[src/hw/ssp_defines.svh]
// Constants for the serial port slave: modes, codes and bits per byte
`ifndef SSP_DEFINES_SVH
`define SSP_DEFINES_SVH
`define SSP_MODE_SLV7 4'h6
`define SSP_MODE_SLV10 4'h7
`define SSP_MODE_SLV7_SP 4'he
`define SSP_MODE_SLV10_SP 4'hf
`define SSP_MODE_MASTER 4'h8
`define SSP_MODE_FW_MASTER 4'hb
`define SSP_TEN_BIT_HDR 5'h1e
`define SSP_BITS_PER_BYTE 4'h8
`endif

[src/hw/ssp_pkg.sv]
// Types for the serial port slave
package ssp_pkg;
  typedef enum logic [5:0] {
    SSP_IDLE = 6'h01,
    SSP_ADDR = 6'h02,
    SSP_ACK = 6'h04,
    SSP_RX = 6'h08,
    SSP_TX = 6'h10,
    SSP_MACK = 6'h20
  } ssp_state_type;
endpackage

[src/hw/ssp_byte_buf.sv]
// Single-byte receive/transmit buffer with registered read data
`timescale 1ns/1ps
module ssp_byte_buf #(
  parameter int WIDTH = 8
) (
  // Clock and reset
  input wire logic ref_clk,
  input wire logic arst_n,
  // Write port
  input wire logic wr_en,
  input wire logic [WIDTH-1:0] wr_data,
  // Read data
  output logic [WIDTH-1:0] rd_data
);
  logic [WIDTH-1:0] mem_reg;

  always_ff @(posedge ref_clk or negedge arst_n) begin
    if (!arst_n) begin
      mem_reg <= '0;
    end else if (wr_en) begin
      mem_reg <= wr_data;
    end
  end

  assign rd_data = mem_reg;
endmodule

[src/hw/ssp_i2c_slave.sv]
// I2C slave side of the synchronous serial port
//
// Operation
// - Port inactive until port enable set
// - Four-bit mode select chooses I2C mode
// - Decode 0110/0111/1110/1111 slave, others not slave
// - Pins driven only as open-drain
// - Flag address match; start/stop optionally
// - Auto acknowledge and load buffer
// - Full or overflow: no ack, flag still
// - Buffer read clears full; overflow software-cleared
// - Wait start, shift 8 bits on rise
// - Compare bits 7:1 at eighth fall; all 8 bits for 10-bit low byte
// - Match: load, full, ack, flag ninth
// - 10-bit address bytes set update flag
// - Resent high byte skips update flag
// - Write address: clear rw, ack low
// - One flag per received data byte
// - Read address: set rw, hold clock
// - Buffer write loads shifter; shift on fall
// - Latch master ack ninth rise; nack ends
// - Transmit flag at ninth falling edge
// - Stretch on transmit; receive if enabled
// - 7-bit receive stretches if still full
// - Clock release settable any time
// - Release one frees clock unless 10-bit update flag set, zero holds
`timescale 1ns/1ps
`include "ssp_defines.svh"
module ssp_i2c_slave
  import ssp_pkg::*;
(
  // Clock and reset
  input wire logic ref_clk,
  input wire logic arst_n,
  // Control
  input wire logic port_enable,
  input wire logic [3:0] mode_select,
  input wire logic stretch_enable,
  input wire logic pins_are_inputs,
  input wire logic [7:0] slave_address,
  input wire logic slave_address_wr,
  input wire logic clock_release_set,
  input wire logic overflow_clear,
  input wire logic irq_flag_clear,
  // Data buffer access
  input wire logic tx_wr,
  input wire logic [7:0] tx_data,
  input wire logic rx_rd,
  output logic [7:0] data_buffer,
  // Status
  output logic buffer_full,
  output logic receive_overflow,
  output logic update_address,
  output logic read_write,
  output logic data_address,
  output logic start_seen,
  output logic stop_seen,
  output logic clock_release,
  output logic port_irq_flag,
  // I2C pins
  input wire logic scl_in,
  input wire logic sda_in,
  output logic scl_out,
  output logic scl_oe,
  output logic sda_out,
  output logic sda_oe
);
  logic [1:0] scl_sync_reg, sda_sync_reg;
  logic scl_q_reg, sda_q_reg;
  ssp_state_type state_reg, state_next;
  logic [3:0] bit_cnt_reg;
  logic [7:0] shift_reg;
  logic [7:0] buf_rd;
  logic buf_wr;
  logic [7:0] buf_wdata;
  logic full_reg, ovf_reg, ua_reg, rw_reg, da_reg;
  logic start_reg, stop_reg, ckp_reg, irq_reg;
  logic ack_ok_reg, is_addr_reg, ten_second_reg, ten_hi_ok_reg;
  logic sda_low_reg, scl_hold_reg, scl_oe_reg, sda_oe_reg;
  logic nack_pend_reg;

  // Mode decode
  wire slave_mode = (mode_select == `SSP_MODE_SLV7) ||
                    (mode_select == `SSP_MODE_SLV10) ||
                    (mode_select == `SSP_MODE_SLV7_SP) ||
                    (mode_select == `SSP_MODE_SLV10_SP);
  wire ten_bit = mode_select[0];
  wire sp_irq = mode_select[3];
  wire active = port_enable && slave_mode;

  // Bus events from synchronised pins
  wire scl_s = scl_sync_reg[1];
  wire sda_s = sda_sync_reg[1];
  wire scl_rise = scl_s && !scl_q_reg;
  wire scl_fall = !scl_s && scl_q_reg;
  wire start_ev = active && scl_s && scl_q_reg && sda_q_reg && !sda_s;
  wire stop_ev = active && scl_s && scl_q_reg && !sda_q_reg && sda_s;
  wire [7:0] shift_in = {shift_reg[6:0], sda_s};

  // Address match at eighth fall, using the completed byte
  wire hdr_byte = shift_reg[7:3] == `SSP_TEN_BIT_HDR;
  wire match7 = shift_reg[7:1] == slave_address[7:1];
  wire match10_hi = hdr_byte && (shift_reg[2:1] == slave_address[2:1]);
  wire match10_lo = shift_reg == slave_address;
  // Low byte only between the two address bytes; re-sent high byte after
  wire addr_match = !ten_bit ? match7 :
                    ((ten_second_reg && !ten_hi_ok_reg) ? match10_lo :
                     match10_hi);
  wire blocked = full_reg || ovf_reg;
  wire eighth_fall = scl_fall && (bit_cnt_reg == `SSP_BITS_PER_BYTE);
  wire ninth_fall = scl_fall && (state_reg == SSP_ACK);
  wire read_addr = shift_reg[0] && (!ten_bit || ten_hi_ok_reg);

  assign buf_wr = tx_wr || (eighth_fall && !blocked &&
                  (state_reg == SSP_RX || addr_match));
  assign buf_wdata = tx_wr ? tx_data : shift_reg;

  ssp_byte_buf #(.WIDTH(8)) u_buf (
    .ref_clk(ref_clk),
    .arst_n(arst_n),
    .wr_en(buf_wr),
    .wr_data(buf_wdata),
    .rd_data(buf_rd)
  );

  // Pin synchronisers
  always_ff @(posedge ref_clk or negedge arst_n) begin
    if (!arst_n) begin
      scl_sync_reg <= 2'h3;
      sda_sync_reg <= 2'h3;
      scl_q_reg <= 1'h1;
      sda_q_reg <= 1'h1;
    end else begin
      scl_sync_reg <= {scl_sync_reg[0], scl_in};
      sda_sync_reg <= {sda_sync_reg[0], sda_in};
      scl_q_reg <= scl_s;
      sda_q_reg <= sda_s;
    end
  end

  // Sequencing
  always_comb begin
    state_next = state_reg;
    case (state_reg)
      SSP_IDLE: begin
        if (start_ev) begin
          state_next = SSP_ADDR;
        end
      end
      SSP_ADDR, SSP_RX: begin
        if (eighth_fall) begin
          if (state_reg == SSP_RX || addr_match) begin
            state_next = SSP_ACK;
          end else begin
            state_next = SSP_IDLE;
          end
        end
      end
      SSP_ACK: begin
        if (ninth_fall) begin
          if (!ack_ok_reg) begin
            state_next = SSP_IDLE;
          end else if (rw_reg) begin
            state_next = SSP_TX;
          end else if (is_addr_reg && ten_bit && !ten_hi_ok_reg) begin
            state_next = SSP_ADDR;
          end else begin
            state_next = SSP_RX;
          end
        end
      end
      SSP_TX: begin
        if (eighth_fall) begin
          state_next = SSP_MACK;
        end
      end
      SSP_MACK: begin
        if (scl_rise) begin
          state_next = sda_s ? SSP_IDLE : SSP_MACK;
        end else if (scl_fall) begin
          state_next = SSP_TX;
        end
      end
      default: state_next = SSP_IDLE;
    endcase
    if (!active || stop_ev) begin
      state_next = SSP_IDLE;
    end else if (start_ev) begin
      state_next = SSP_ADDR;
    end
  end

  always_ff @(posedge ref_clk or negedge arst_n) begin
    if (!arst_n) begin
      state_reg <= SSP_IDLE;
      bit_cnt_reg <= 4'h0;
      shift_reg <= 8'h00;
    end else begin
      state_reg <= state_next;
      if (start_ev || ninth_fall || !active) begin
        bit_cnt_reg <= 4'h0;
      end else if (scl_rise && bit_cnt_reg < `SSP_BITS_PER_BYTE) begin
        bit_cnt_reg <= bit_cnt_reg + 4'h1;
      end else if (state_reg == SSP_MACK && scl_fall) begin
        bit_cnt_reg <= 4'h0;
      end
      if (tx_wr) begin
        shift_reg <= tx_data;
      end else if (state_reg == SSP_TX && scl_fall) begin
        shift_reg <= {shift_reg[6:0], 1'h0};
      end else if (scl_rise && state_reg != SSP_TX &&
                   state_reg != SSP_MACK) begin
        shift_reg <= shift_in;
      end
    end
  end

  // Status flags; hardware set wins over software clear
  always_ff @(posedge ref_clk or negedge arst_n) begin
    if (!arst_n) begin
      full_reg <= 1'h0;
      ovf_reg <= 1'h0;
      ua_reg <= 1'h0;
      rw_reg <= 1'h0;
      da_reg <= 1'h0;
      start_reg <= 1'h0;
      stop_reg <= 1'h0;
      ckp_reg <= 1'h1;
      irq_reg <= 1'h0;
      ack_ok_reg <= 1'h0;
      is_addr_reg <= 1'h0;
      ten_second_reg <= 1'h0;
      ten_hi_ok_reg <= 1'h0;
      nack_pend_reg <= 1'h0;
    end else if (!port_enable) begin
      start_reg <= 1'h0;
      stop_reg <= 1'h0;
      ckp_reg <= 1'h1;
      ten_second_reg <= 1'h0;
      ten_hi_ok_reg <= 1'h0;
    end else begin
      if (buf_wr) begin
        full_reg <= 1'h1;
      end else if (rx_rd) begin
        full_reg <= 1'h0;
      end
      if (eighth_fall && blocked && state_reg == SSP_RX) begin
        ovf_reg <= 1'h1;
      end else if (overflow_clear) begin
        ovf_reg <= 1'h0;
      end
      if (start_ev) begin
        start_reg <= 1'h1;
        stop_reg <= 1'h0;
      end else if (stop_ev) begin
        stop_reg <= 1'h1;
        start_reg <= 1'h0;
      end
      if (start_ev && state_reg == SSP_IDLE) begin
        ten_second_reg <= 1'h0;
        ten_hi_ok_reg <= 1'h0;
      end
      if (eighth_fall && state_reg == SSP_ADDR && addr_match) begin
        is_addr_reg <= 1'h1;
        ack_ok_reg <= !blocked;
        da_reg <= 1'h0;
        rw_reg <= read_addr;
        if (ten_bit && !ten_hi_ok_reg) begin
          ua_reg <= 1'h1;
          if (!ten_second_reg) begin
            ten_second_reg <= 1'h1;
          end else begin
            ten_hi_ok_reg <= 1'h1;
          end
        end
      end else if (eighth_fall && state_reg == SSP_RX) begin
        is_addr_reg <= 1'h0;
        ack_ok_reg <= !blocked;
        da_reg <= 1'h1;
      end else if (slave_address_wr) begin
        ua_reg <= 1'h0;
      end
      if (state_reg == SSP_MACK && scl_rise && sda_s) begin
        rw_reg <= 1'h0;
        da_reg <= 1'h0;
        ua_reg <= 1'h0;
      end else if (state_reg == SSP_MACK && scl_fall) begin
        da_reg <= 1'h1;
      end
      // Refused byte still flags at the ninth fall
      if (state_reg == SSP_MACK && scl_rise && sda_s) begin
        nack_pend_reg <= 1'h1;
      end else if (scl_fall || start_ev) begin
        nack_pend_reg <= 1'h0;
      end
      if ((ninth_fall && rw_reg && ack_ok_reg) ||
          (state_reg == SSP_MACK && scl_fall)) begin
        ckp_reg <= 1'h0;
      end else if (ninth_fall && stretch_enable && !is_addr_reg &&
                   !ten_bit && full_reg) begin
        ckp_reg <= 1'h0;
      end else if (ninth_fall && stretch_enable && !is_addr_reg &&
                   ten_bit && full_reg) begin
        ckp_reg <= 1'h0;
      end else if (clock_release_set) begin
        ckp_reg <= 1'h1;
      end
      // Match in ack slot, or every received data byte, or each tx byte
      if (ninth_fall && (is_addr_reg || !rw_reg)) begin
        irq_reg <= 1'h1;
      end else if ((state_reg == SSP_MACK || nack_pend_reg) && scl_fall) begin
        irq_reg <= 1'h1;
      end else if (sp_irq && (start_ev || stop_ev)) begin
        irq_reg <= 1'h1;
      end else if (irq_flag_clear) begin
        irq_reg <= 1'h0;
      end
    end
  end

  // Pin drive: only ever pull low
  wire ack_slot = state_reg == SSP_ACK && ack_ok_reg;
  wire tx_low = (state_reg == SSP_TX) && !shift_reg[7];
  wire ua_hold = ten_bit && ua_reg && state_reg != SSP_ACK;
  wire hold_clk = (!ckp_reg || ua_hold) && !scl_s; // Only once low

  always_ff @(posedge ref_clk or negedge arst_n) begin
    if (!arst_n) begin
      sda_low_reg <= 1'h0;
      scl_hold_reg <= 1'h0;
      scl_oe_reg <= 1'h0;
      sda_oe_reg <= 1'h0;
    end else begin
      sda_low_reg <= active && pins_are_inputs &&
                     (ack_slot || tx_low);
      scl_hold_reg <= active && pins_are_inputs &&
                      (hold_clk || (scl_hold_reg && !ckp_reg) ||
                       (scl_hold_reg && ua_hold));
      sda_oe_reg <= active && pins_are_inputs &&
                    (ack_slot || tx_low);
      scl_oe_reg <= active && pins_are_inputs &&
                    (hold_clk || (scl_hold_reg && (!ckp_reg || ua_hold)));
    end
  end

  // Registered outputs
  always_ff @(posedge ref_clk or negedge arst_n) begin
    if (!arst_n) begin
      data_buffer <= 8'h00;
      scl_out <= 1'h0;
      sda_out <= 1'h0;
      scl_oe <= 1'h0;
      sda_oe <= 1'h0;
    end else begin
      data_buffer <= buf_rd;
      scl_out <= 1'h0;
      sda_out <= 1'h0;
      scl_oe <= scl_oe_reg;
      sda_oe <= sda_oe_reg;
    end
  end

  assign buffer_full = full_reg;
  assign receive_overflow = ovf_reg;
  assign update_address = ua_reg;
  assign read_write = rw_reg;
  assign data_address = da_reg;
  assign start_seen = start_reg;
  assign stop_seen = stop_reg;
  assign clock_release = ckp_reg;
  assign port_irq_flag = irq_reg;
endmodule

[config.mk]
export PLATFORM = sky130hd
export DESIGN_NAME = ssp_i2c_slave
export DESIGN_NICKNAME = d
export VERILOG_FILES = /design/src/hw/ssp_pkg.sv /design/src/hw/ssp_byte_buf.sv /design/src/hw/ssp_i2c_slave.sv
export VERILOG_INCLUDE_DIRS = /design/src /design/src/hw
export SDC_FILE = /design/constraint.sdc
export NUM_CORES = 1
export LEC_CHECK = 0
export BUFFER_PORTS_ARGS = -buffer_cell sky130_fd_sc_hd__clkbuf_2
export CAP_MARGIN = 40
export CORE_ASPECT_RATIO = 0.7
export CORE_UTILIZATION = 55
export CTS_CLUSTER_DIAMETER = 30
export DETAILED_ROUTE_END_ITERATION = 8
export PLACE_DENSITY = 0.79
export SLEW_MARGIN = 20
export SYNTH_ARGS = -nofsm -noshare
export SYNTH_HDL_FRONTEND = slang
export SYNTH_SLANG_ARGS = --single-unit
[constraint.sdc]
create_clock -name ref_clk -period 2.8 [get_ports ref_clk]
set_clock_uncertainty 0.05 [all_clocks]
set_input_delay 0.14 -clock ref_clk [delete_from_list [all_inputs] [get_ports ref_clk]]
set_output_delay 0.14 -clock ref_clk [all_outputs]
set_load 0.02 [all_outputs]
* After elaboration in Yosys (flattened, before gate mapping)
Cells that the tools add are included.
** Operators by class
- Add/sub/neg operators :: 1
- Order comparisons :: 1
- Eq/ne operators :: 27
- Muxes and demuxes :: 68
- Reductions and logical operators :: 107
** Operators by type and width (number)
- $logic_and A1 B1 Y1 :: 55
- $mux W1 :: 48
- $mux W6 :: 8
- $mux W8 :: 4
- $pmux W6 S5 :: 1
- $logic_or A1 B1 Y1 :: 20
- $mux W4 :: 4
- $reduce_and A2 Y1 :: 7
- $eq A4 B4 Y1 const B :: 3
- $logic_not A1 Y1 :: 12
- $ne A4 B4 Y1 const B :: 3
- $mux W5 :: 2
- $reduce_bool A2 Y1 :: 5
- $reduce_bool A3 Y1 :: 3
- $eq A4 B3 Y1 const B :: 2
- $eq A8 B8 Y1 :: 1
- $reduce_bool A4 Y1 :: 2
- $eq A7 B7 Y1 :: 1
- $eq A6 B1 Y1 const B :: 1
- $eq A6 B2 Y1 const B :: 1
- $eq A6 B3 Y1 const B :: 1
- $eq A6 B4 Y1 const B :: 1
- $eq A6 B5 Y1 const B :: 1
- $eq A6 B6 Y1 const B :: 1
- other kinds (16) :: 17
** Storage, ports and cells
- Bits in registers :: 59
- Output and inout port bits :: 21

* Logic depth before layout (Yosys ltp)
Gate-level depths: netlist (run 1).
- Depth in word-level cells :: 15
- Mapped depth :: 8
- Gate-level depth less buffers :: 8

* Hierarchy
From an unflattened synthesis (run 1), not the netlist that was laid out.
** Unflattened totals
- Cells, all modules :: 295
- Area total of the unflattened synthesis :: 3106.7 um^2
** Modules (own cells, without submodules)
- ssp_i2c_slave :: instances 1, cells an instance 278, area each 2775.2 um^2, seq. area each 1286.2 um^2
- ssp_byte_buf :: instances 1, cells an instance 17, area each 331.6 um^2, seq. area each 200.2 um^2

* Least setup slack after synthesis (run 1)
No wires, ideal clock.
- Kind :: reg2reg
- Start point :: register state_reg[1]
- End point :: register u_buf.mem_reg[0], in the netlist u_buf.rd_data[0]
- Setup time :: 0.125 ns
- Arrival :: 2.092 ns
- Path slack :: 0.533 ns
- Cell stages (with the launch flop) :: 9
- Buffers on the path :: 2
- Cells stage by stage :: dfrtp_1 -> buf_6 -> or3b_1 -> nor2_2 -> o22ai_2 -> and4bb_1 -> buf_6 -> mux2_4 -> mux2_2
** On the way
- Longest elaborated chain between the ends :: 4
** RTL lines
- start: declaration :: line ssp_i2c_slave.sv:70 : ssp_state_type state_reg, state_next;
- start signal: assignment :: line ssp_i2c_slave.sv:199 : state_reg <= state_next;
- $eq A6 B4 Y1 :: line ssp_i2c_slave.sv:115 : (state_reg == SSP_RX || addr_match));
- $logic_or A1 B1 Y1 :: line ssp_i2c_slave.sv:115
- $logic_and A1 B1 Y1 :: line ssp_i2c_slave.sv:114 : assign buf_wr = tx_wr || (eighth_fall && !blocked &&
- $logic_or A1 B1 Y1 :: line ssp_i2c_slave.sv:114
- end signal: assignment :: line ssp_byte_buf.sv:21 : mem_reg <= wr_data;
- end: declaration :: line ssp_byte_buf.sv:15 : logic [WIDTH-1:0] mem_reg;
No other way between the ends.
A chain may end at the register's enable or synchronous reset.

* Worst setup path in the final report (run 1)
- Start point :: register state_reg[4]
- End point :: register u_buf.mem_reg[6], in the netlist u_buf.rd_data[6]
The elaborated chain is that of the path after synthesis.

==> results of run 1 <==
-- power groups by stage --
stage	combinational (W)	sequential (W)	clock, W
2_1_floorplan	0.000123	0.000967	0
3_3_place_gp	0.000212	0.000960	0
3_5_place_dp	0.000219	0.000964	0
4_1_cts	0.000231	0.000949	0.000724
5_1_grt	0.000259	0.000955	0.000765
6_report	0.000236	0.000949	0.000717
-- area by class of cell --
cell class	count	area, sq um	area share [%]
clock buffers	11	151	4.16
inverters	11	41.3	1.13
flip-flops and latches	59	1490	40.8
multi-input cells	211	1420	39.1
clock inverters	5	36.3	0.997
well taps	72	90.1	2.48
repair buffers	65	410	11.3
-- repair_timing --
action                                  CTS  global route
hold buffers                             10             0
hold endpoints to repair                 37             0
resized for setup                         0             0
endpoints found under the setup margin    0             0
buffers inserted                          0             0
-- layer usage --
layer  part of all wire (%)  wire [microns]  global-route usage (%)
met1                     45            3170                    36.9
met2                     46            3200                    39.6
met3                    7.8             545                    7.50
met4                    1.3              92                    8.53
met5                      0               0                       0
-- cells by family (layout without fill, tap and decap cells) --
group           Yosys count  count (layout)  synth area share [%]
buf+inv                  26              92                  4.68
xor+xnor                 11              11                  3.16
flops                    59              59                  48.7
simple gates            100             100                  17.3
mux                      26              26                  10.2
other cells               1               2                 0.123
fa+ha+maj                 4               4                  1.64
compound gates           68              68                  14.2
-- worst max-delay path: stages (launching register included) --
cell,delay [ns]
dfrtp_1,0.48
or3_4,0.44
nor2_2,0.22
o22ai_2,0.12
and4bb_1,0.27
buf_4,0.22
mux2_4,0.32
mux2_2,0.27
-- cell usage after synthesis (5+ instances only) --
library cell,number
a21oi_1,23
nand3b_1,5
dfrtp_1,51
xor2_1,9
mux2i_1,9
mux2_4,8
nand2_1,23
o21ai_0,9
nor2_1,30
o21ai_1,7
clkbuf_1,5
dfstp_2,8
inv_1,11
nor3_1,6
nand3_1,8
mux2_2,8
-- worst paths after layout --
path	from	endpoint	cells past startpoint	slack (ns)
min in group asynchronous	arst_n	u_buf.rd_data[4]$_DFFE_PN0P_	3	0.29
worst max register to register	state_reg[4]$_DFFE_PN0P_	u_buf.rd_data[6]$_DFFE_PN0P_	7	0.30
worst max-delay path	state_reg[4]$_DFFE_PN0P_	u_buf.rd_data[6]$_DFFE_PN0P_	7	0.30
max in group asynchronous	arst_n	scl_sync_reg[1]$_DFF_PN1_	3	2.17
worst min-delay path	tx_data[4]	u_buf.rd_data[4]$_DFFE_PN0P_	2	0.01
worst min register to register	scl_oe_reg$_DFF_PN0_	scl_oe$_DFF_PN0_	0	0.30
-- through the flow --
stage,cells,cell area [sq um]
5_1_grt,434,3640
2_1_floorplan,296,3050
6_report,434,3640
3_5_place_dp,407,3330
4_1_cts,433,3620
3_3_place_gp,407,3330
==> flow_summary_export.csv, run 1 <==
group,metric,value,unit
outcome,status,"completed",
route,vias_per_cell,5.76,
run,drv_cap,0,
power_and_ir_drop,p_int,0.00138,W
timing,hold_viol,0,
layout,mostFrequentLayoutCells,"51 x dfrtp_1, 51 x clkbuf_2, 30 x nor2_1, 23 x nand2_1, 23 x a21oi_1",
synth,yosys_warnings,0,
power_and_ir_drop,powerDensity,523,nW/um^2
critical_path,cp-end-kind,"flop",
critical_path,start_kind,"flop",
layout,fillers,413,
grt,grt_first_pass_wirelength,11.6,mm
clocking,cts_tree,"built",
power_and_ir_drop,pwr-share-seq,49.9,%
hold_path,hp-class,"in2reg",
synth,syn_avg_cell_area,10.3,sq um
floorplan,start_util,57.7,%
timing,fin_crit,2.50,ns
floorplan,die_area,5850,sq um
power_and_ir_drop,p_sw,0.000519,W
grt,grt_antenna_before_repair,0,
synth,syn-cell-area,3050,sq um
route,avgRoutedWirePerCell,16.1,microns
timing,finalSetupViolCount,0,
power_and_ir_drop,irDropWorstVdd,388,uV
layout,antennaDiodeCount,0,
grt,overflow,0,
critical_path,required,2.98,ns
clocking,path_clk_slew,0.07,ns
timing,post-route-period-util,89.3,%
timing,slew_headroom,54.7,%
route,drtAntennaViolNets,0,
timing,holdWs,0.00950,ns
clocking,numCtsBuffers,9,
placed_design,port_buffers,51,
route,drt-pass1-iter-count,5,
synth,synth-edff-count,0,
power_and_ir_drop,swShare,27.3,%
layout,syn_to_final_growth,19.4,%
timing,final-max-slew-violation-count,0,
synth,ys_types,60,
synth,yosysTopAreaCell,"dfrtp_1",
floorplan,core,5290,sq um
grt,grtUsageTotal,26.3,%
placed_design,gp_congestion,0.912,
power_and_ir_drop,pwr-share-comb,12.4,%
floorplan,die_y,64.3,microns
synth,synthFlopType,"dfrtp_1",
power_and_ir_drop,p_leak,1.67,nW
timing,worst_pin_slew,0.679,ns
critical_path,path_max_fanout,10,
clocking,clockBufferDepth,2,
layout,fin_util,68.9,%
synth,synth_top_area_share,41.9,%
clocking,h-tree-depth,3,
clocking,cts-root-buf,"clkbuf_8",
floorplan,fp.dieW,91.0,microns
layout,drive_gt1_share,28.2,%
synth,synth_area_leaders,"dfrtp_1 42%, dfstp_2 6.9%, mux2_4 3.9%",
clocking,insertion_delay,0.35,ns
route,drc,0,
synth,synth-async-reset-ratio,100,%
placed_design,hpwl,5.08,mm
power_and_ir_drop,total_power,0.00190,W
timing,fmax,0.400,GHz
grt,grt_pass1_vias,2338,
timing,worst_slack,0.298,ns
critical_path,path_class,"reg2reg",
synth,synth_seq_cells,59,
route,first_iter_violations,274,
synth,ys_seq_area_share,48.7,%
grt,grt_max_degree,31,
layout,nets,394,
floorplan,rows,22,
power_and_ir_drop,clockPowerShare,37.7,%
route,vias,2499,
timing,rsz0062_at_grt,"no",
critical_path,arrival,2.68,ns
placed_design,dp_slack,0.342,ns
route,wirelength,7.01,mm
floorplan,io_pins,54,
timing,finalSetupTns,0,ns
synth,syn_inst,295,
clocking,cts_sinks,59,
(Power assumes the default switching activity.)
==> run 2: changes to the inputs <==
--- a/config.mk
+++ b/config.mk
@@ -6,13 +6,14 @@
 export SDC_FILE = /design/constraint.sdc
 export NUM_CORES = 1
 export LEC_CHECK = 0
+export ABC_AREA = 1
 export BUFFER_PORTS_ARGS = -buffer_cell sky130_fd_sc_hd__clkbuf_2
 export CAP_MARGIN = 40
 export CORE_ASPECT_RATIO = 0.7
 export CORE_UTILIZATION = 55
 export CTS_CLUSTER_DIAMETER = 30
 export DETAILED_ROUTE_END_ITERATION = 8
-export PLACE_DENSITY = 0.79
+export PLACE_DENSITY_LB_ADDON = 0.1
 export SLEW_MARGIN = 20
 export SYNTH_ARGS = -nofsm -noshare
 export SYNTH_HDL_FRONTEND = slang
==> run 2 against run 1 <==
Flip-flop and latch count is the same. Total power grew 4.6%. Non-clock buffer count shrank 8. Register-to-register slack gained 0.55 ns. Sequential share of layout area grew 1.7 points. Utilization grew 2.0 points. Clock power grew 14%. Die area shrank 3.8%. Highest routed layer unchanged.
==> flow_summary_export.csv, run 2 <==
group,metric,value,unit
synth,syn-cell-area,2930,sq um
route,drt-pass1-iter-count,5,
clocking,cts_sinks,59,
clocking,numCtsBuffers,9,
critical_path,arrival,2.14,ns
synth,ys_seq_area_share,50.7,%
synth,synthFlopType,"dfrtp_1",
critical_path,critPathLaunch,"scl_q_reg$_DFF_PN1_",
clocking,insertion_delay,0.33,ns
timing,hold_viol,0,
route,first_iter_violations,266,
synth,synth_area_leaders,"dfrtp_1 44%, nand2_1 13%, dfstp_2 7.2%",
hold_path,worstHoldPathCells,3,
layout,layout_commonest_cell,"nand2_1",
floorplan,start_util,59.3,%
timing,fin_crit,1.95,ns
synth,ys_types,33,
route,vias,2642,
grt,grt_max_degree,60,
clocking,cts_tree,"built",
synth,synth-edff-count,0,
layout,drive_gt1_share,23.1,%
critical_path,regToRegStartpoint,"scl_q_reg$_DFF_PN1_",
layout,antennaDiodeCount,0,
route,vias_per_cell,5.35,
critical_path,ff2ff_path_depth,7,
clocking,cts-root-buf,"clkbuf_8",
timing,finalSetupViolCount,0,
synth,syn_avg_cell_area,8.17,sq um
power_and_ir_drop,powerDensity,569,nW/um^2
route,drc,0,
timing,worst_pin_slew,0.737,ns
placed_design,gp_congestion,0.981,
critical_path,cp-end-kind,"flop",
clocking,postCtsHoldBufs,5,
power_and_ir_drop,p_leak,1.86,nW
synth,syn_inst,359,
floorplan,die_area,5630,sq um
route,drtAntennaViolNets,0,
timing,rsz0062_at_grt,"no",
placed_design,port_buffers,51,
timing,post-route-period-util,69.7,%
timing,slew_headroom,50.9,%
synth,yosysTopAreaCell,"dfrtp_1",
placed_design,hpwl,5.35,mm
clocking,clockBufferDepth,2,
synth,synth_top_area_share,43.5,%
hold_path,min-delay-start,"tx_data[1]",
layout,mostFrequentLayoutCells,"98 x nand2_1, 51 x dfrtp_1, 51 x clkbuf_2, 39 x inv_1, 34 x nor2_1",
timing,final-max-slew-violation-count,0,
floorplan,io_pins,54,
hold_path,hp-class,"in2reg",
synth,yosys_warnings,0,
route,avgRoutedWirePerCell,14.6,microns
clocking,path_clk_slew,0.06,ns
clocking,cts_resized,0,
clocking,h-tree-depth,3,
floorplan,fp.dieW,89.3,microns
floorplan,core,4940,sq um
synth,synthTopCellsByCount,"98 x nand2_1, 51 x dfrtp_1, 39 x inv_1",
grt,grt_antenna_before_repair,0,
route,wirelength,7.19,mm
power_and_ir_drop,irDropWorstVdd,328,uV
critical_path,path_max_fanout,5,
layout,nets,458,
floorplan,die_y,63.1,microns
timing,finalSetupTns,0,ns
clocking,postCtsSetupRepairBufs,0,
run,drv_cap,0,
layout,syn_to_final_growth,19.3,%
synth,synth.most_common_cell,"nand2_1",
outcome,status,"completed",
critical_path,start_kind,"flop",
critical_path,reg2reg_slack,0.85,ns
grt,grt_pass1_vias,2613,
critical_path,required,2.99,ns
synth,synth-async-reset-ratio,100,%
grt,grt_first_pass_wirelength,12.3,mm
layout,final_area,3500,sq um
timing,holdWs,0.0220,ns
synth,synth_seq_cells,59,
placed_design,place_area,3240,sq um
timing,fmax,0.512,GHz
critical_path,path_class,"reg2reg",
grt,grtUsageTotal,29.7,%
layout,fillers,427,
floorplan,rows,21,
grt,overflow,0,
## run 2: area by class of cell
| class | instances | area (sq um) | share of cell area [%] |
|---|---|---|---|
| clock inverter | 1 | 30.0 | 0.858 |
| clock buffer | 14 | 183 | 5.22 |
| multi-input combinational | 249 | 1230 | 35.1 |
| tap | 69 | 86.3 | 2.47 |
| inverter | 45 | 173 | 4.94 |
| sequential | 59 | 1490 | 42.5 |
| timing repair buffer | 57 | 313 | 8.94 |
## run 2: metrics by stage
step	util, %	std cells	power (W)	setup slack [ns]
after detailed placement	65.5	474	0.00118	0.879
after global routing	70.8	494	0.00208	0.737
after floorplan	-	360	0.00110	1.14
after CTS	70.8	494	0.00200	0.866
after global placement	65.5	474	0.00118	0.988
final	70.8	494	0.00199	0.847
## run 2: metal layers
layer,part of all wire [%],up-vias,global-route usage [%]
li1,-,1292,-
met2,43,97,42.7
met1,47,1238,43.5
met5,0,-,0
met4,1.8,0,11.3
met3,7.7,15,7.08
## run 2: worst max-delay path: stages (launching register included)
cell	delay [ns]
dfstp_2	0.54
ha_1	0.28
nand4_1	0.22
nor2_1	0.19
nand3_1	0.15
inv_2	0.11
nand2_1	0.10
o21ai_0	0.21
## run 2: worst paths after layout
check,end
worst min-delay path,shift_reg[1]$_DFFE_PN0P_
worst max register to register,ten_second_reg$_DFF_PN0_
max in group asynchronous,port_irq_flag$_DFFE_PN0P_
worst max-delay path,ten_second_reg$_DFF_PN0_
min in group asynchronous,state_reg[5]$_DFFE_PN0P_
worst min register to register,scl_oe$_DFF_PN0_
## run 2: kinds of logic after synthesis
kind of cell,after synthesis,synth area share [%]
buf+inv,52,7.55
compound gates,48,9.77
flops,59,50.7
simple gates,191,28.9
fa+ha+maj,4,1.71
other cells,1,0.128
xor+xnor,4,1.19
## run 2: power by group
group	internal, W	leakage, nW	switching (W)	total (W)
Combinational	0.0000822	1.01	0.000148	0.000230
Clock	0.000504	0.109	0.000310	0.000814
Sequential	0.000909	0.743	0.0000369	0.000946
